[src/rtl/lbms_pkg.sv]
package lbms_pkg;

  // register byte offsets
  localparam int ADDR_W = 5;
  localparam logic [4:0] ADDR_CTRL = 5'h00;
  localparam logic [4:0] ADDR_STATUS = 5'h04;
  localparam logic [4:0] ADDR_IRQ_STATUS = 5'h08;
  localparam logic [4:0] ADDR_IRQ_CLEAR = 5'h0c;
  localparam logic [4:0] ADDR_IRQ_ENABLE = 5'h10;

  // control register fields
  localparam int CTRL_OCP_WARM_BIT = 0;
  localparam logic CTRL_OCP_WARM_RESET = 1'b1;

  // status register fields
  localparam int ST_MODE_LSB = 0;
  localparam int ST_TURN_BIT = 4;
  localparam int ST_PHASE_BIT = 5;
  localparam int ST_COUNT_LSB = 8;

  // over-current counter
  localparam int OC_COUNT_W = 5;
  localparam logic [4:0] OC_FAULT_LIMIT = 5'h19;

  // interrupt bits
  localparam int IRQ_W = 5;
  localparam int IRQ_FAULT = 0;
  localparam int IRQ_STRIKE = 1;
  localparam int IRQ_RUN = 2;
  localparam int IRQ_BUS_UV = 3;
  localparam int IRQ_OC_EVENT = 4;
  localparam logic [4:0] IRQ_RESET = 5'h00;

  // bus responses
  localparam logic [1:0] RESP_OKAY = 2'h0;
  localparam logic [1:0] RESP_SLVERR = 2'h2;

  typedef enum logic [2:0] {
    MODE_LOCKOUT,
    MODE_WARM,
    MODE_STRIKE,
    MODE_RUN,
    MODE_FAULT
  } lbms_mode_t;

  // comparator flags, all active high
  typedef struct packed {
    logic supplyOk;
    logic shutdownHigh;
    logic shutdownReset;
    logic lifetimeHigh;
    logic lifetimeLow;
    logic currentOver;
    logic busLow;
    logic rampUpper;
    logic rampLower;
    logic preheatDone;
    logic lifetimeEnable;
  } lbms_cmp_t;

  // gate drives and node controls
  typedef struct packed {
    logic highSideGateOut;
    logic lowSideGateOut;
    logic boostGateOut;
    logic timingRampCharge;
    logic timingRampDischarge;
    logic preheatTimerDischarge;
    logic freqNodeHold;
  } lbms_drive_t;

  localparam int CMP_W = $bits(lbms_cmp_t);
  localparam lbms_drive_t DRIVE_RESET = '{default: 1'b0, timingRampDischarge: 1'b1, preheatTimerDischarge: 1'b1};

endpackage

[src/rtl/lbms_mode_sequencer.sv]
// Added by the designer: the register offsets and the AXI4-Lite register port.
`timescale 1ns/10ps
// How it works
// - in lockout both half-bridge gates stay low and the timing ramp and preheat timer nodes are held discharged.
// - lockout is left only when supply is at start-up level, bus sense is not low and shutdown is below its 5.0 V level.
// - the first gate pulse after lockout goes to the low side so the bootstrap charges first.
// - in preheat the two gates alternate at equal on-times with dead time between them.
// - each rising ramp phase from 1/3 to 3/5 of supply is the on-time of the gate whose turn it is.
// - each falling ramp phase holds both gates low, then the other gate takes its turn.
// - on entering preheat the preheat timer is released and preheat lasts until it passes 10 V, then ignition.
// - each current-sense excursion above 1.3 V during a low-side on-time in ignition, or in preheat while protection is on, advances the over-current counter.
// - a count beyond 25 enters fault and latches the high, low and boost gates low.
// - in fault, from shutdown above 5.0 V or current above 1.3 V, frequency and timing nodes are grounded.
// - the lifetime window on shutdown is checked only once the preheat timer passes about 12 V.
// - bus sense below 3.0 V shuts the device down.
// - in run a single current excursion faults; in preheat and ignition only low-side on-time events count.
// - in run the lifetime input above about 3 V or below about 1 V enters fault.
// - fault is left only by supply dropping out, bus sense going low or shutdown above 5.2 V, all returning to lockout.
module lbms_mode_sequencer
  import lbms_pkg::*;
(
  // clock and reset
  input wire logic clock,
  input wire logic reset,
  // comparator flags
  input wire lbms_cmp_t cmpIn,
  // gate drives and node controls
  output lbms_drive_t driveOut,
  // interrupt
  output logic irq,
  // axi4-lite write address
  input wire logic [ADDR_W-1:0] s_axi_awaddr,
  input wire logic s_axi_awvalid,
  output logic s_axi_awready,
  // axi4-lite write data
  input wire logic [31:0] s_axi_wdata,
  input wire logic [3:0] s_axi_wstrb,
  input wire logic s_axi_wvalid,
  output logic s_axi_wready,
  // axi4-lite write response
  output logic [1:0] s_axi_bresp,
  output logic s_axi_bvalid,
  input wire logic s_axi_bready,
  // axi4-lite read address
  input wire logic [ADDR_W-1:0] s_axi_araddr,
  input wire logic s_axi_arvalid,
  output logic s_axi_arready,
  // axi4-lite read data
  output logic [31:0] s_axi_rdata,
  output logic [1:0] s_axi_rresp,
  output logic s_axi_rvalid,
  input wire logic s_axi_rready
);

  // word match on an aligned address
  function automatic logic regHit(input logic [ADDR_W-1:0] addr, input logic [ADDR_W-1:0] offset);
    regHit = (addr[ADDR_W-1:2] == offset[ADDR_W-1:2]);
  endfunction

  lbms_cmp_t c;
  lbms_mode_t mode_ff, nxt_mode;
  logic phaseCharge_ff, nxt_phaseCharge, turnLow_ff, nxt_turnLow, seenInCycle_ff, nxt_seenInCycle, currentOverDly_ff;
  logic [OC_COUNT_W-1:0] ocCount_ff, nxt_ocCount;
  lbms_drive_t drive_ff, nxt_drive;
  logic ocpWarmEn_ff, nxt_ocpWarmEn, awHeld_ff, nxt_awHeld, wHeld_ff, nxt_wHeld, bvalid_ff, nxt_bvalid;
  logic [IRQ_W-1:0] irqStatus_ff, nxt_irqStatus, irqEnable_ff, nxt_irqEnable, irqEvents, irqClear;
  logic [ADDR_W-1:0] awAddr_ff, nxt_awAddr;
  logic [31:0] wData_ff, nxt_wData, rdata_ff, nxt_rdata;
  logic [3:0] wStrb_ff, nxt_wStrb;
  logic [1:0] bresp_ff, nxt_bresp, rresp_ff, nxt_rresp;
  logic oscActive, nxtOscActive, currentRise, lowOnTime, ocEvent, ocTrip, cycleEnd;
  logic rvalid_ff, nxt_rvalid, faultCond, doWrite;

  // comparator flags through two flops
  lbms_sync #(.W(CMP_W)) u_sync (
    .clock(clock),
    .reset(reset),
    .asyncIn(cmpIn),
    .syncOut(c)
  );

  // protection terms
  always_comb begin
    oscActive = (mode_ff == MODE_WARM) || (mode_ff == MODE_STRIKE) || (mode_ff == MODE_RUN);
    currentRise = c.currentOver && !currentOverDly_ff;
    lowOnTime = phaseCharge_ff && turnLow_ff && !c.rampLower;
    ocEvent = currentRise && lowOnTime && ((mode_ff == MODE_STRIKE) ||
              ((mode_ff == MODE_WARM) && ocpWarmEn_ff));
    ocTrip = ocEvent && (ocCount_ff == OC_FAULT_LIMIT);
    cycleEnd = !phaseCharge_ff && c.rampLower && !turnLow_ff;
    faultCond = c.shutdownHigh || ocTrip;
    if (mode_ff == MODE_RUN) begin
      faultCond = faultCond || c.currentOver;
      faultCond = faultCond || (c.lifetimeEnable && (c.lifetimeHigh || c.lifetimeLow));
    end
  end

  // mode transitions
  always_comb begin
    nxt_mode = mode_ff;
    if (!c.supplyOk || c.busLow) begin
      nxt_mode = MODE_LOCKOUT;
    end else begin
      unique case (mode_ff)
        MODE_LOCKOUT: begin
          if (!c.shutdownHigh) begin
            nxt_mode = MODE_WARM;
          end
        end
        MODE_WARM: begin
          if (faultCond) begin
            nxt_mode = MODE_FAULT;
          end else if (c.preheatDone) begin
            nxt_mode = MODE_STRIKE;
          end
        end
        MODE_STRIKE: begin
          if (faultCond) begin
            nxt_mode = MODE_FAULT;
          end else if (c.lifetimeEnable) begin
            nxt_mode = MODE_RUN;
          end
        end
        MODE_RUN: begin
          if (faultCond) begin
            nxt_mode = MODE_FAULT;
          end
        end
        MODE_FAULT: begin
          if (c.shutdownReset) begin
            nxt_mode = MODE_LOCKOUT;
          end
        end
      endcase
    end
  end

  // ramp phase and gate turn
  always_comb begin
    nxtOscActive = (nxt_mode == MODE_WARM) || (nxt_mode == MODE_STRIKE) || (nxt_mode == MODE_RUN);
    nxt_phaseCharge = phaseCharge_ff;
    nxt_turnLow = turnLow_ff;
    if (!oscActive || !nxtOscActive) begin
      nxt_phaseCharge = 1'b1;
      nxt_turnLow = 1'b1;
    end else if (phaseCharge_ff && c.rampUpper) begin
      nxt_phaseCharge = 1'b0;
    end else if (!phaseCharge_ff && c.rampLower) begin
      nxt_phaseCharge = 1'b1;
      nxt_turnLow = !turnLow_ff;
    end
  end

  // sequential over-current counter
  always_comb begin
    nxt_ocCount = ocCount_ff;
    nxt_seenInCycle = seenInCycle_ff || ocEvent;
    if (mode_ff == MODE_LOCKOUT) begin
      nxt_ocCount = '0;
      nxt_seenInCycle = 1'b0;
    end else begin
      if (cycleEnd) begin
        nxt_seenInCycle = ocEvent;
        if (!seenInCycle_ff) begin
          nxt_ocCount = '0;
        end
      end
      if (ocEvent && (ocCount_ff != '1)) begin
        nxt_ocCount = nxt_ocCount + 1'b1;
      end
    end
  end

  // gate drives follow next state
  always_comb begin
    nxt_drive = DRIVE_RESET;
    if (nxtOscActive) begin
      nxt_drive.highSideGateOut = nxt_phaseCharge && !nxt_turnLow && !c.rampLower;
      nxt_drive.lowSideGateOut = nxt_phaseCharge && nxt_turnLow && !c.rampLower;
      nxt_drive.boostGateOut = 1'b1;
      nxt_drive.timingRampCharge = nxt_phaseCharge;
      nxt_drive.timingRampDischarge = !nxt_phaseCharge;
      nxt_drive.preheatTimerDischarge = 1'b0;
    end
    nxt_drive.freqNodeHold = (nxt_mode == MODE_FAULT);
  end

  // sequencer state
  always_ff @(posedge clock) begin
    if (reset) begin
      mode_ff <= MODE_LOCKOUT;
      phaseCharge_ff <= 1'b1;
      turnLow_ff <= 1'b1;
      ocCount_ff <= '0;
      seenInCycle_ff <= 1'b0;
      currentOverDly_ff <= 1'b0;
      drive_ff <= DRIVE_RESET;
    end else begin
      mode_ff <= nxt_mode;
      phaseCharge_ff <= nxt_phaseCharge;
      turnLow_ff <= nxt_turnLow;
      ocCount_ff <= nxt_ocCount;
      seenInCycle_ff <= nxt_seenInCycle;
      currentOverDly_ff <= c.currentOver;
      drive_ff <= nxt_drive;
    end
  end
  assign driveOut = drive_ff;
  // interrupt events and sticky status, set wins over clear
  always_comb begin
    irqEvents = '0;
    irqEvents[IRQ_FAULT] = (nxt_mode == MODE_FAULT) && (mode_ff != MODE_FAULT);
    irqEvents[IRQ_STRIKE] = (nxt_mode == MODE_STRIKE) && (mode_ff != MODE_STRIKE);
    irqEvents[IRQ_RUN] = (nxt_mode == MODE_RUN) && (mode_ff != MODE_RUN);
    irqEvents[IRQ_BUS_UV] = c.busLow && (mode_ff != MODE_LOCKOUT);
    irqEvents[IRQ_OC_EVENT] = ocEvent;
    irqClear = '0;
    if (doWrite && regHit(awAddr_ff, ADDR_IRQ_CLEAR) && wStrb_ff[0]) begin
      irqClear = wData_ff[IRQ_W-1:0];
    end
    nxt_irqStatus = (irqStatus_ff & ~irqClear) | irqEvents;
  end

  assign irq = |(irqStatus_ff & irqEnable_ff);
  // write channel: hold address and data, answer once both are in
  always_comb begin
    doWrite = awHeld_ff && wHeld_ff && !bvalid_ff;
    s_axi_awready = !awHeld_ff && !bvalid_ff;
    s_axi_wready = !wHeld_ff && !bvalid_ff;
    nxt_awHeld = awHeld_ff;
    nxt_awAddr = awAddr_ff;
    nxt_wHeld = wHeld_ff;
    nxt_wData = wData_ff;
    nxt_wStrb = wStrb_ff;
    nxt_bvalid = bvalid_ff;
    nxt_bresp = bresp_ff;
    nxt_ocpWarmEn = ocpWarmEn_ff;
    nxt_irqEnable = irqEnable_ff;
    if (s_axi_awvalid && s_axi_awready) begin
      nxt_awHeld = 1'b1;
      nxt_awAddr = s_axi_awaddr;
    end
    if (s_axi_wvalid && s_axi_wready) begin
      nxt_wHeld = 1'b1;
      nxt_wData = s_axi_wdata;
      nxt_wStrb = s_axi_wstrb;
    end
    if (doWrite) begin
      nxt_awHeld = 1'b0;
      nxt_wHeld = 1'b0;
      nxt_bvalid = 1'b1;
      nxt_bresp = RESP_OKAY;
      if (regHit(awAddr_ff, ADDR_CTRL)) begin
        if (wStrb_ff[0]) begin
          nxt_ocpWarmEn = wData_ff[CTRL_OCP_WARM_BIT];
        end
      end else if (regHit(awAddr_ff, ADDR_IRQ_ENABLE)) begin
        if (wStrb_ff[0]) begin
          nxt_irqEnable = wData_ff[IRQ_W-1:0];
        end
      end else if (!regHit(awAddr_ff, ADDR_STATUS) && !regHit(awAddr_ff, ADDR_IRQ_STATUS) &&
                   !regHit(awAddr_ff, ADDR_IRQ_CLEAR)) begin
        nxt_bresp = RESP_SLVERR;
      end
    end else if (bvalid_ff && s_axi_bready) begin
      nxt_bvalid = 1'b0;
    end
  end

  // read channel: one registered answer per address
  always_comb begin
    s_axi_arready = !rvalid_ff;
    nxt_rvalid = rvalid_ff;
    nxt_rdata = rdata_ff;
    nxt_rresp = rresp_ff;
    if (s_axi_arvalid && s_axi_arready) begin
      nxt_rvalid = 1'b1;
      nxt_rdata = '0;
      nxt_rresp = RESP_OKAY;
      if (regHit(s_axi_araddr, ADDR_CTRL)) begin
        nxt_rdata[CTRL_OCP_WARM_BIT] = ocpWarmEn_ff;
      end else if (regHit(s_axi_araddr, ADDR_STATUS)) begin
        nxt_rdata[ST_MODE_LSB +: 3] = mode_ff;
        nxt_rdata[ST_TURN_BIT] = turnLow_ff;
        nxt_rdata[ST_PHASE_BIT] = phaseCharge_ff;
        nxt_rdata[ST_COUNT_LSB +: OC_COUNT_W] = ocCount_ff;
      end else if (regHit(s_axi_araddr, ADDR_IRQ_STATUS)) begin
        nxt_rdata[IRQ_W-1:0] = irqStatus_ff;
      end else if (regHit(s_axi_araddr, ADDR_IRQ_ENABLE)) begin
        nxt_rdata[IRQ_W-1:0] = irqEnable_ff;
      end else if (!regHit(s_axi_araddr, ADDR_IRQ_CLEAR)) begin
        nxt_rresp = RESP_SLVERR;
      end
    end else if (rvalid_ff && s_axi_rready) begin
      nxt_rvalid = 1'b0;
    end
  end

  // register file and bus state
  always_ff @(posedge clock) begin
    if (reset) begin
      ocpWarmEn_ff <= CTRL_OCP_WARM_RESET;
      irqStatus_ff <= IRQ_RESET;
      irqEnable_ff <= IRQ_RESET;
      awHeld_ff <= 1'b0;
      awAddr_ff <= '0;
      wHeld_ff <= 1'b0;
      wData_ff <= '0;
      wStrb_ff <= '0;
      bvalid_ff <= 1'b0;
      bresp_ff <= RESP_OKAY;
      rvalid_ff <= 1'b0;
      rdata_ff <= '0;
      rresp_ff <= RESP_OKAY;
    end else begin
      ocpWarmEn_ff <= nxt_ocpWarmEn;
      irqStatus_ff <= nxt_irqStatus;
      irqEnable_ff <= nxt_irqEnable;
      awHeld_ff <= nxt_awHeld;
      awAddr_ff <= nxt_awAddr;
      wHeld_ff <= nxt_wHeld;
      wData_ff <= nxt_wData;
      wStrb_ff <= nxt_wStrb;
      bvalid_ff <= nxt_bvalid;
      bresp_ff <= nxt_bresp;
      rvalid_ff <= nxt_rvalid;
      rdata_ff <= nxt_rdata;
      rresp_ff <= nxt_rresp;
    end
  end

  assign s_axi_bvalid = bvalid_ff;
  assign s_axi_bresp = bresp_ff;
  assign s_axi_rvalid = rvalid_ff;
  assign s_axi_rdata = rdata_ff;
  assign s_axi_rresp = rresp_ff;

endmodule

[src/rtl/lbms_sync.sv]
`timescale 1ns/10ps
module lbms_sync #(
  parameter int W = 1
) (
  // clock and reset
  input wire logic clock,
  input wire logic reset,
  // flags
  input wire logic [W-1:0] asyncIn,
  output logic [W-1:0] syncOut
);

  logic [W-1:0] stage1_ff;
  logic [W-1:0] stage2_ff;

  // two-flop synchroniser, first stage read only by second
  always_ff @(posedge clock) begin
    if (reset) begin
      stage1_ff <= '0;
      stage2_ff <= '0;
    end else begin
      stage1_ff <= asyncIn;
      stage2_ff <= stage1_ff;
    end
  end

  assign syncOut = stage2_ff;

endmodule

[config.mk]
export PLATFORM = sky130hd
export DESIGN_NAME = lbms_mode_sequencer
export DESIGN_NICKNAME = d
export VERILOG_FILES = /design/src/rtl/lbms_pkg.sv /design/src/rtl/lbms_mode_sequencer.sv /design/src/rtl/lbms_sync.sv
export SDC_FILE = /design/constraint.sdc
export NUM_CORES = 1
export LEC_CHECK = 0
export ABC_AREA = 1
export BUFFER_PORTS_ARGS = -buffer_cell sky130_fd_sc_hd__clkbuf_2
export CAP_MARGIN = 20
export CORE_MARGIN = 2
export CORE_UTILIZATION = 53
export CTS_CLUSTER_DIAMETER = 120
export DETAILED_ROUTE_END_ITERATION = 12
export PLACE_DENSITY = 0.84
export SKIP_LAST_GASP = 1
export SYNTH_ARGS = -nofsm -noshare
export SYNTH_HDL_FRONTEND = slang
export SYNTH_SLANG_ARGS = --single-unit
[constraint.sdc]
create_clock -name clock -period 2.5 [get_ports clock]
set_clock_uncertainty 0.1 [all_clocks]
set_input_delay 0.125 -clock clock [delete_from_list [all_inputs] [get_ports clock]]
set_output_delay 0.125 -clock clock [all_outputs]
set_load 0.02 [all_outputs]
Word level (Yosys, flattened, before mapping) --
Index checks and enable logic that the tools add are counted.
Cells by class: bitwise logic cells 6, reduce and logical (&&, ||, !) cells 73, add/subtract/negate cells 1, shift-type cells 0, multipliers 0, muxes and demuxes 45, $lt $le $gt $ge 0, divide/modulo/power cells 0, eq/ne operators 21
Operators by type and width (count):
- 5-bit two-way mux | 10
- 1-bit logical AND | 33
- 3-bit two-way mux | 9
- 3-bit by 2-bit == test with 1-bit output, second input constant | 8
- 1-bit logical NOT | 16
- 1-bit two-way mux | 16
- 2-bit two-way mux | 8
- 3-bit case mux with 5 select lines | 1
- 3-bit by 1-bit == test with 1-bit output, second input constant | 4
- 3-bit == test, second input constant | 4
- 1-bit logical OR | 12
- 5-bit bitwise AND | 2
- 3-bit logical NOT | 3
- 3-bit by 2-bit != test with 1-bit output, second input constant | 2
- 2-bit OR reduction | 3
- 5-bit by 1-bit adder with 5-bit output, second input constant | 1
- 5-bit == test, second input constant | 1
- 5-bit != test, second input constant | 1
- 5-bit NOT | 1
- 5-bit OR | 1
- 5-bit OR reduction | 1
- 4-bit two-way mux | 1
- 4-bit AND reduction | 1
- 2-bit nonzero test | 2
- 4 further kinds | 5
Storage, ports and cells: memory bits (read-only) 0, input bits 64, output and inout bits 49, register bits 82, bits in latches 0, memories 0, bits in writable memories 0, word-level logic and storage cells 174

Logic depth before layout (Yosys ltp) --
Gate-level depths: netlist of run 1.
depth after elaboration 21, gate-level depth with buffers 15, mapped depth without buffers 14

By module --
Synthesis of run 1 repeated with hierarchy kept, for this count alone.
Second synthesis, totals: cells, all modules 429, area total of the unflattened synthesis 3270.6 um^2
By module, submodules not included:
- lbms_mode_sequencer | area each 2642.5 um^2, instances 1, cells each 361, seq. area each 1121.1 um^2
- lbms_sync | area each 628.1 um^2, instances 1, cells each 68, seq. area each 440.4 um^2

Least setup slack after synthesis of run 1 --
OpenSTA, ideal clock, no wires.
path type register -> register, start point register phaseCharge_ff, end point register ocCount_ff[4], setup time 123 ps, data required time 2277 ps, clock period less this slack 1663 ps, arrival time 1441 ps, cell stages (with the launch flop) 14, setup slack 837 ps, buffers on the path 0, cells stage by stage dfxtp_1 -> nor2_1 -> ha_1 -> inv_1 -> nor2_1 -> inv_1 -> nand2_1 -> inv_1 -> ha_1 -> inv_1 -> nor3_4 -> nand2_1 -> nand2_1 -> a21oi_1
Between the ends: cells in the longest elaborated chain, start to end 7, elaborated cells between the ends (all ways) 12, classes of those cells add/sub (1); mux (3); reduce/logical (8)
Ends and longest elaborated chain:
- start: declaration | RTL line lbms_mode_sequencer.sv:62 | logic phaseCharge_ff, nxt_phaseCharge, turnLow_ff, nxt_turnLow, seenInCycle_ff, nxt_seenInCycle, currentOverDl ...
- start signal: assignment | RTL line lbms_mode_sequencer.sv:200 | phaseCharge_ff <= nxt_phaseCharge;
- 1-bit logical NOT | RTL line lbms_mode_sequencer.sv:90 | cycleEnd = !phaseCharge_ff && c.rampLower && !turnLow_ff;
- 1-bit logical AND (2 in series) | RTL line lbms_mode_sequencer.sv:90
- 5-bit two-way mux | RTL line lbms_mode_sequencer.sv:162 | if (cycleEnd) begin
- 5-bit two-way mux | RTL line lbms_mode_sequencer.sv:158 | if (mode_ff == MODE_LOCKOUT) begin
- 5-bit by 1-bit adder with 5-bit output | RTL line lbms_mode_sequencer.sv:169 | nxt_ocCount = nxt_ocCount + 1'b1;
- 5-bit two-way mux * | RTL line lbms_mode_sequencer.sv:168 | if (ocEvent && (ocCount_ff != '1)) begin
- end signal: assignment | RTL line lbms_mode_sequencer.sv:202 | ocCount_ff <= nxt_ocCount;
- end: declaration | RTL line lbms_mode_sequencer.sv:63 | logic [OC_COUNT_W-1:0] ocCount_ff, nxt_ocCount;
Mark *: on every way between the ends. The rest lies on a longest branch, timed or not. The select of a mux whose other input is x is not followed. A chain may end at the register's enable or synchronous reset.

Worst setup path in the final report of run 1 --
start point register bvalid_ff, in the netlist s_axi_bvalid, end point register wStrb_ff[0]
Between the ends: cells in the longest elaborated chain, start to end 3
Ends and longest elaborated chain:
- start: declaration | RTL line lbms_mode_sequencer.sv:65 | logic ocpWarmEn_ff, nxt_ocpWarmEn, awHeld_ff, nxt_awHeld, wHeld_ff, nxt_wHeld, bvalid_ff, nxt_bvalid;
- start signal: assignment | RTL line lbms_mode_sequencer.sv:324 | bvalid_ff <= nxt_bvalid;
- 1-bit logical NOT | RTL line lbms_mode_sequencer.sv:229 | s_axi_wready = !wHeld_ff && !bvalid_ff;
- 1-bit logical AND | RTL line lbms_mode_sequencer.sv:229
- 1-bit logical AND | RTL line lbms_mode_sequencer.sv:243 | if (s_axi_wvalid && s_axi_wready) begin
- end signal: assignment | RTL line lbms_mode_sequencer.sv:323 | wStrb_ff <= nxt_wStrb;
- end: declaration | RTL line lbms_mode_sequencer.sv:69 | logic [3:0] wStrb_ff, nxt_wStrb;
Every way passes these cells.

==> flow_metrics.env, run 1 <==
export IMPL_crit_family="buffers and inverters"
export IMPL_ys_seq_area_frac=0.477
export IMPL_path_cells="nor2_1, nand2_1, o21ai_0, nor2_1, dlygate4sd3_1"
export IMPL_cpPeakStageDelay_ns=0.56
export IMPL_path_clk_slew_ns=0.07
export IMPL_cts_resized_gates=0
export IMPL_syn_avg_cell_area_um2=7.56
export IMPL_critPathBufInv=1
export IMPL_synth_area_um2=3270
export IMPL_yosys_area_top_type="dfxtp_1"
export IMPL_final_hold_viol_count=0
export IMPL_yosys_top_cells_area="dfxtp_1, inv_1, nand2_1, nor2_1, o21ai_0"
export IMPL_worstHoldPathType="in -> reg"
export IMPL_end_kind="flop"
export IMPL_grt_pass1_vias=2581
export IMPL_dp_cells=554
export IMPL_layout_drive_gt1_share=0.181
export IMPL_syn_instance_count=433
export IMPL_io_pins=113
export IMPL_timing_fmax_mhz=534
export IMPL_maxCapViolCount=0
export IMPL_wl_per_cell_um=11.2
export IMPL_ctsRootBufferMaster="clkbuf_8"
export IMPL_cts_setup_buffers=0
export IMPL_drv_slew=0
export IMPL_rsz0062_at_grt="no"
export IMPL_utilization=0.669
export IMPL_finalNetCount=580
export IMPL_vdd_drop_max_uv=376
export IMPL_arrival_ns=2.01
export IMPL_place_detailed_hpwl_um=4530
export IMPL_route_detailed_drc=0
export IMPL_total_power_mw=2.62
export IMPL_ys_types=38
export IMPL_clk_latency_ns=0.35
export IMPL_ys_seq_elements=78
export IMPL_start_util=0.549
export IMPL_antenna_found_initial=0
export IMPL_port_buffers=55
export IMPL_place_congestion=0.879
export IMPL_dieArea_um2=6820
export IMPL_cts_tree="built"
export IMPL_ys_warnings_count=0
export IMPL_antenna_cells=0
export IMPL_hold_ws_ns=0.0384
export IMPL_vias=2877
export IMPL_areaGrowthSynthToFinish_pct=21.8
export IMPL_required_ns=2.63
export IMPL_die_w_um=82.6
export IMPL_grt_start_max_net_pins=40
export IMPL_start_kind="flop"
export IMPL_setup_violations=0
export IMPL_crit_type="reg -> reg"
export IMPL_p_leak_nw=1.85
export IMPL_finalWorstSetupSlack_ns=0.626
export IMPL_wl_um=6640
export IMPL_viasPerCell=4.85
export IMPL_p_per_area_nw_per_um2=657
export IMPL_placementRows=28
export IMPL_place_area_um2=3520
export IMPL_design_area_um2=3990
export IMPL_post_route_period_util=0.750
export IMPL_cp_common_cell="nor2_1"
export IMPL_status="completed"
export IMPL_clock_sinks=78
export IMPL_critical_path_max_fanout=12
export IMPL_crit_slowest_cell="dlygate4sd3_1"
export IMPL_setup_tns_ns=0
export IMPL_worst_pin_slew_ns=0.512
export IMPL_htree_levels=3
export IMPL_drtIter0Drc=187
export IMPL_synth_top_area_frac=0.477
export IMPL_die_h_um=82.6
export IMPL_cts_made_buffers=9
export IMPL_slew_headroom=0.658
export IMPL_grt_pass1_wl_um=10800
export IMPL_instances_no_fill=593
export IMPL_overflow=0
export IMPL_final_antenna_net_count=0
export IMPL_dp_slack_ns=0.654
export IMPL_cts_path_max_buffers=2
export IMPL_fin_crit_ns=1.87
export IMPL_first_pass_iters=4
export IMPL_core_um2=5960
export IMPL_grtUsageTotal=0.210
==> placed cells by master (no fill, tap or decap), types with 3 or more instances in the layout <==
cell type	n
inv_1	70
nand2_2	4
nand4_1	4
inv_2	5
conb_1	23
nand2_1	56
dlygate4sd3_1	24
o22ai_1	4
clkbuf_8	11
nor3_1	3
nand3_1	15
nor2_2	4
buf_4	3
dfxtp_1	78
nor2_1	56
a21oi_1	38
o21ai_0	39
clkbuf_2	55
==> Yosys cell counts <==
library cell  count
mux2i_1           1
nand2_4           1
nor4_1            1
nor3_1            3
nor2_1           56
o2111ai_2         1
nand3_1          15
o21ai_2           1
a311oi_1          1
nand2_1          56
conb_1            1
buf_1             2
a21oi_1          38
nand2_2           4
clkinv_1          1
buf_4            23
nor3b_1           1
dfxtp_1          78
nor3_2            1
a22oi_1           1
nor3_4            1
a21oi_2           1
ha_1              2
nand3_2           1
nand4_1           4
inv_2             5
clkbuf_1          8
inv_1            70
o21ai_1           1
buf_6             1
nand3b_1          2
o21ai_0          39
o221ai_1          1
o22ai_1           4
a31oi_1           1
o21a_1            1
o21ai_4           1
nor2_2            4
==> registers in the layout (all words and copies together), names as in the netlist <==
name,count
awAddr_ff,3
awHeld_ff,1
currentOverDly_ff,1
driveOut,7
irqEnable_ff,5
irqStatus_ff,5
mode_ff,3
ocCount_ff,5
ocpWarmEn_ff,1
phaseCharge_ff,1
s_axi_bresp,1
s_axi_bvalid,1
s_axi_rdata,11
s_axi_rresp,1
s_axi_rvalid,1
seenInCycle_ff,1
turnLow_ff,1
u_sync.stage1_ff,11
u_sync.syncOut,11
wData_ff,5
wHeld_ff,1
wStrb_ff,1
==> area by class of cell <==
type	count	area (um^2)
Multi-Input combinational cell	267	1290
Sequential cell	78	1560
Timing Repair Buffer	82	538
Fill cell	493	1970
Clock inverter	4	70.1
Inverter	76	285
Tap cell	75	93.8
Clock buffer	11	151
==> worst register-to-register path, cell delays in order (launching register included) <==
cell           delay (ns)
dfxtp_1              0.36
nor2_1               0.20
nand2_1              0.26
o21ai_0              0.23
nor2_1               0.06
dlygate4sd3_1        0.56
==> where the power goes <==
| group | leakage, nW | switching (mW) | internal, mW |
|---|---|---|---|
| clock | 0.115 | 0.432 | 0.608 |
| sequential | 0.638 | 0.0219 | 1.29 |
| combinational | 1.10 | 0.171 | 0.0940 |
==> final timing paths <==
| kind | from | to | slack, ns | cells past startpoint |
|---|---|---|---|---|
| setup / recovery | s_axi_bvalid | wStrb_ff[0] | 0.63 | 5 |
| hold / removal | s_axi_awvalid | awAddr_ff[4] | 0.04 | 3 |
| setup reg to reg | s_axi_bvalid | wStrb_ff[0] | 0.63 | 5 |
| hold reg to reg | u_sync.stage1_ff[7] | u_sync.syncOut[7] | 0.30 | 2 |
==> metal layers <==
layer	share of wire	GRT usage	wire length (um)
met1	0.43	0.233	2830
met2	0.48	0.362	3170
met3	0.065	0.0478	434
met4	0.031	0.130	208
met5	0	0	0
==> kinds of logic (layout without fill, tap and decap cells) <==
| kind of cell | Yosys count | count (layout) | synth area share |
|---|---|---|---|
| other cells | 1 | 23 | 0.00115 |
| buf+inv | 110 | 173 | 0.155 |
| flops | 78 | 78 | 0.477 |
| simple gates | 150 | 150 | 0.202 |
| fa+ha+maj | 2 | 2 | 0.00765 |
| compound gates | 91 | 91 | 0.154 |
| mux | 1 | 1 | 0.00306 |
==> repair_timing <==
item | in CTS | in global routing
hold endpoints to repair | 23 | 0
hold buffers | 24 | 0
setup endpoints to repair | 0 | 0
Power figures use the tool's default switching activity.
==> inputs of run 2 (changes only) <==
--- a/config.mk
+++ b/config.mk
@@ -9,10 +9,10 @@
 export BUFFER_PORTS_ARGS = -buffer_cell sky130_fd_sc_hd__clkbuf_2
 export CAP_MARGIN = 20
 export CORE_MARGIN = 2
-export CORE_UTILIZATION = 53
+export CORE_UTILIZATION = 45
 export CTS_CLUSTER_DIAMETER = 120
 export DETAILED_ROUTE_END_ITERATION = 12
-export PLACE_DENSITY = 0.84
+export PLACE_DENSITY = 0.76
 export SKIP_LAST_GASP = 1
 export SYNTH_ARGS = -nofsm -noshare
 export SYNTH_HDL_FRONTEND = slang
==> constraint.sdc (replaced) <==
create_clock -name clock -period 1.69 [get_ports clock]
set_clock_uncertainty 0.1 [all_clocks]
set_input_delay 0.0845 -clock clock [delete_from_list [all_inputs] [get_ports clock]]
set_output_delay 0.0845 -clock clock [all_outputs]
set_load 0.02 [all_outputs]
==> flow_metrics.env, run 2 (synthesized netlist as in run 1, its figures left out) <==
export IMPL_instances_no_fill=651
export IMPL_p_per_area_nw_per_um2=861
export IMPL_timing_fmax_mhz=581
export IMPL_crit_slowest_cell="dfxtp_4"
export IMPL_cts_tree="built"
export IMPL_path_clk_slew_ns=0.08
export IMPL_p_seq_frac=0.499
export IMPL_finalNetCount=613
export IMPL_dp_slack_ns=-0.0723
export IMPL_worst_pin_slew_ns=0.485
export IMPL_nFillCells=602
export IMPL_place_detailed_hpwl_um=4720
export IMPL_crit_type="reg -> reg"
export IMPL_dieArea_um2=7970
export IMPL_hold_ws_ns=0.0150
export IMPL_clock_power_share=0.389
export IMPL_grt_pass1_vias=2642
export IMPL_swShare=0.245
export IMPL_intPower_mw=2.94
export IMPL_final_cell_mix="dfxtp_1, inv_1, clkbuf_2, nand2_1, nor2_1"
export IMPL_placementRows=31
export IMPL_clk_latency_ns=0.35
export IMPL_arrival_ns=1.91
export IMPL_start_kind="flop"
export IMPL_cts_path_max_buffers=2
export IMPL_wl_um=7320
export IMPL_required_ns=1.88
export IMPL_io_pins=113
export IMPL_antenna_cells=0
export IMPL_overflow=0
export IMPL_p_leak_nw=2.03
export IMPL_layout_drive_gt1_share=0.306
export IMPL_areaGrowthSynthToFinish_pct=38.0
export IMPL_viasPerCell=4.65
export IMPL_clock_sinks=78
export IMPL_final_antenna_net_count=0
export IMPL_seq_area_um2=1580
export IMPL_end_kind="flop"
export IMPL_cts_made_buffers=9
export IMPL_post_route_period_util=1.02
export IMPL_path_cells="nor2_4, nor2_2, inv_2, nand2_4, inv_2, o21ai_2, nand2_1, clkinv_1, nand2_4, nand2_4, nand3_4, nor2_4, nand2_1, nor2_1"
export IMPL_place_congestion=0.894
export IMPL_antenna_found_initial=0
export IMPL_setup_violations=5
export IMPL_finalWorstSetupSlack_ns=-0.0312
export IMPL_cpPeakStageDelay_ns=0.40
export IMPL_port_buffers=55
export IMPL_switchingPower_uw=951
export IMPL_die_w_um=89.3
export IMPL_route_detailed_drc=0
export IMPL_core_um2=7140
export IMPL_vdd_drop_max_uv=457
export IMPL_first_pass_iters=4
export IMPL_total_power_mw=3.89
export IMPL_wl_per_cell_um=11.2
export IMPL_vias=3028
export IMPL_status="complete, but fails checks"
export IMPL_grtUsageTotal=0.181
export IMPL_final_hold_viol_count=0
export IMPL_drv_slew=0
export IMPL_cp_common_cell="nand2_4"
export IMPL_htree_levels=3
export IMPL_die_h_um=89.3
export IMPL_setup_tns_ns=-0.0740
export IMPL_start_util=0.458
export IMPL_multiInputGateArea_um2=1510
export IMPL_grt_pass1_wl_um=11000
export IMPL_slew_headroom=0.668
export IMPL_drtIter0Drc=108
export IMPL_dp_cells=602
export IMPL_maxCapViolCount=0
export IMPL_violations="negative setup slack"
export IMPL_fin_crit_ns=1.72
export IMPL_ctsRootBufferMaster="clkbuf_8"
export IMPL_worstHoldPathType="in -> reg"
export IMPL_layout_commonest_cell="dfxtp_1"
export IMPL_grt_start_max_net_pins=40
export IMPL_critical_path_max_fanout=5
export IMPL_combPwrFrac=0.112
export IMPL_rsz0062_at_grt="yes"
## run 2: layout make-up
| type | instances | share of cell area |
|---|---|---|
| sequential | 78 | 0.349 |
| multi-input combinational | 267 | 0.335 |
| timing repair buffer | 115 | 0.177 |
| inverter | 76 | 0.0637 |
| clock buffer | 12 | 0.0321 |
| tap | 99 | 0.0274 |
| clock inverter | 4 | 0.0155 |
## run 2: power groups by stage
| stage | Combinational (mW) | Sequential, mW | Clock [mW] |
|---|---|---|---|
| after floorplan | 0.261 | 2.00 | 0 |
| after global placement | 0.349 | 1.98 | 0 |
| after detailed placement | 0.358 | 1.98 | 0 |
| after CTS | 0.410 | 1.94 | 1.53 |
| after global routing | 0.487 | 1.95 | 1.61 |
| final | 0.436 | 1.94 | 1.51 |
## run 2: timing repair
action                                  4_1_cts  5_1_grt
endpoints found under the setup margin       10       18
pin swaps                                     7       15
setup buffers                                 3        5
hold buffers                                 27        0
gates resized for setup                      17       60
hold endpoints to repair                     26        0
## run 2: through the flow
step,util,instance area (um^2)
after floorplan,-,3350
after global placement,0.523,3730
after detailed placement,0.523,3730
after CTS,0.601,4290
after global routing,0.633,4520
final,0.633,4520
## run 2: per-layer routing
layer | vias to the layer above | GRT usage | share of wire
met5 | - | 0 | 0
met4 | 0 | 0.0678 | 0.019
met1 | 1374 | 0.192 | 0.42
met2 | 87 | 0.329 | 0.51
li1 | 1553 | - | -
met3 | 14 | 0.0609 | 0.048
## run 2: worst paths after layout
| check | end | cells after the start | start | slack [ns] |
|---|---|---|---|---|
| worst max register to register | driveOut[6] | 14 | mode_ff[1] | -0.03 |
| worst min-delay path | s_axi_rresp[1] | 3 | s_axi_araddr[2] | 0.01 |
| worst min register to register | u_sync.syncOut[7] | 2 | u_sync.stage1_ff[7] | 0.30 |
| worst max-delay path | driveOut[6] | 14 | mode_ff[1] | -0.03 |
## run 2: critical path: cells and delay by family (launching register included)
family,cells,cell delay [ns]
AO/OA/AOI/OAI,1,0.04
buffers and inverters,3,0.19
flip-flops,1,0.40
AND/OR/NAND/NOR,10,0.91
==> inputs of run 3 (changes only) <==
--- a/config.mk
+++ b/config.mk
@@ -12,6 +12,7 @@
 export CORE_UTILIZATION = 45
 export CTS_CLUSTER_DIAMETER = 120
 export DETAILED_ROUTE_END_ITERATION = 12
+export GPL_TIMING_DRIVEN = 0
 export PLACE_DENSITY = 0.76
 export SKIP_LAST_GASP = 1
 export SYNTH_ARGS = -nofsm -noshare
==> flow_metrics.env, run 3 (synthesized netlist as in run 1, its figures left out) <==
export IMPL_setup_violations=6
export IMPL_vdd_drop_max_uv=445
export IMPL_dp_slack_ns=-0.162
export IMPL_rsz0062_at_grt="yes"
export IMPL_layout_commonest_cell="dfxtp_1"
export IMPL_die_w_um=89.3
export IMPL_final_cell_mix="dfxtp_1, inv_1, clkbuf_2, nand2_1, nor2_1"
export IMPL_htree_levels=3
export IMPL_arrival_ns=1.97
export IMPL_dieArea_um2=7970
export IMPL_core_um2=7140
export IMPL_overflow=0
export IMPL_place_congestion=0.889
export IMPL_post_route_period_util=1.06
export IMPL_p_per_area_nw_per_um2=856
export IMPL_cpPeakStageDelay_ns=0.40
export IMPL_crit_slowest_cell="dfxtp_4"
export IMPL_cts_path_max_buffers=2
export IMPL_start_util=0.458
export IMPL_antenna_found_initial=0
export IMPL_maxCapViolCount=0
export IMPL_finalWorstSetupSlack_ns=-0.0973
export IMPL_clock_sinks=78
export IMPL_met1_usage=0.222
export IMPL_placementRows=31
export IMPL_layout_drive_gt1_share=0.304
export IMPL_met3_usage=0.0462
export IMPL_slew_headroom=0.342
export IMPL_cts_made_buffers=9
export IMPL_die_h_um=89.3
export IMPL_areaGrowthSynthToFinish_pct=39.8
export IMPL_place_detailed_hpwl_um=4910
export IMPL_grtUsageTotal=0.192
export IMPL_use_met2=0.325
export IMPL_antenna_cells=0
export IMPL_violations="negative setup slack"
export IMPL_path_clk_slew_ns=0.08
export IMPL_worst_pin_slew_ns=0.979
export IMPL_nFillCells=598
export IMPL_grt_pass1_wl_um=11800
export IMPL_first_pass_iters=5
export IMPL_vias=3128
export IMPL_ctsRootBufferMaster="clkbuf_8"
export IMPL_start_kind="flop"
export IMPL_drtIter0Drc=258
export IMPL_route_detailed_drc=0
export IMPL_port_buffers=55
export IMPL_fin_crit_ns=1.79
export IMPL_grt_start_max_net_pins=14
export IMPL_cts_tree="built"
export IMPL_worstHoldPathType="in -> reg"
export IMPL_io_pins=113
export IMPL_final_hold_viol_count=0
export IMPL_timing_fmax_mhz=560
export IMPL_grt_pass1_vias=2784
export IMPL_end_kind="flop"
export IMPL_critical_path_max_fanout=5
export IMPL_viasPerCell=4.66
export IMPL_path_cells="buf_6, nor2_4, inv_2, nand2_4, inv_4, o21ai_2, nand2_1, clkinv_1, nand2_2, nand2_4, nand3_2, nor2_2, nand2_1, nor2_1"
export IMPL_clk_latency_ns=0.35
export IMPL_status="complete, but fails checks"
export IMPL_p_leak_nw=2.09
export IMPL_wl_um=7970
export IMPL_wl_per_cell_um=11.9
export IMPL_utilization=0.641
export IMPL_required_ns=1.87
export IMPL_top_usage_layer="met2"
export IMPL_crit_type="reg -> reg"
export IMPL_drv_slew=0
export IMPL_final_antenna_net_count=0
export IMPL_finalNetCount=633
==> run 3: cell count changes in the layout (fill, tap and decap cells not counted), sizes merged <==
cell      previous run  this run
clkbuf              67        73
clkinv               3         4
clkinvlp             0         1
buf                 33        45
==> run 3: metrics by stage <==
stage	std cells	power [mW]	hold slack [ns]	cell area [um^2]	TNS (ns)
6_report	671	3.92	0.0208	4570	-0.373
5_1_grt	671	4.08	0.0212	4570	-1.15
4_1_cts	663	3.91	0.00516	4380	0
3_5_place_dp	609	2.38	0.180	3750	-0.655
3_3_place_gp	609	2.37	0.180	3750	-0.235
2_1_floorplan	455	2.26	0.0686	3350	0
==> run 3: worst paths after layout <==
kind | slack, ns | cells past startpoint | start | endpoint
min reg2reg | 0.30 | 2 | u_sync.stage1_ff[2] | u_sync.syncOut[2]
max | -0.1 | 14 | mode_ff[2] | driveOut[6]
max reg2reg | -0.1 | 14 | mode_ff[2] | driveOut[6]
min | 0.02 | 4 | s_axi_arvalid | s_axi_rdata[3]
==> run 3: critical path: cells and delay by family, from the launching register on <==
family,cells,cell delay (ns)
AO/OA/AOI/OAI,1,0.06
flip-flops,1,0.40
buffers and inverters,4,0.31
AND/OR/NAND/NOR,9,0.84
==> run 3: timing repair <==
item                       in CTS  in global routing
setup endpoints to repair      12                 20
pin swaps                      10                 23
gates resized for setup        30                 40
hold buffers                   27                  0
setup buffers                  11                  9
hold endpoints to repair       25                  0
==> run 3: metal layers <==
metal  share of wire  vias to the layer above  wire length, um
met5               0                        -                0
met1            0.41                     1405             3260
met2            0.50                      119             4000
met4           0.029                        0              234
li1                -                     1587                -
met3           0.060                       17              482
==> run 3: final cells by class <==
class | count | area (um^2) | area share
Buffer | 33 | 210 | 0.0460
Clock buffer | 10 | 128 | 0.0279
Clock inverter | 6 | 86.3 | 0.0189
Inverter | 76 | 295 | 0.0646
Multi-Input combinational cell | 267 | 1450 | 0.318
Sequential cell | 78 | 1580 | 0.345
Tap cell | 99 | 124 | 0.0271
Timing Repair Buffer | 102 | 699 | 0.153
==> run 3: where the power goes <==
group          leakage [nW]  internal (mW)  switching (mW)
combinational          1.34          0.193           0.286
clock                 0.106          0.829           0.670
sequential            0.641           1.91          0.0336
total                  2.09           2.93           0.989
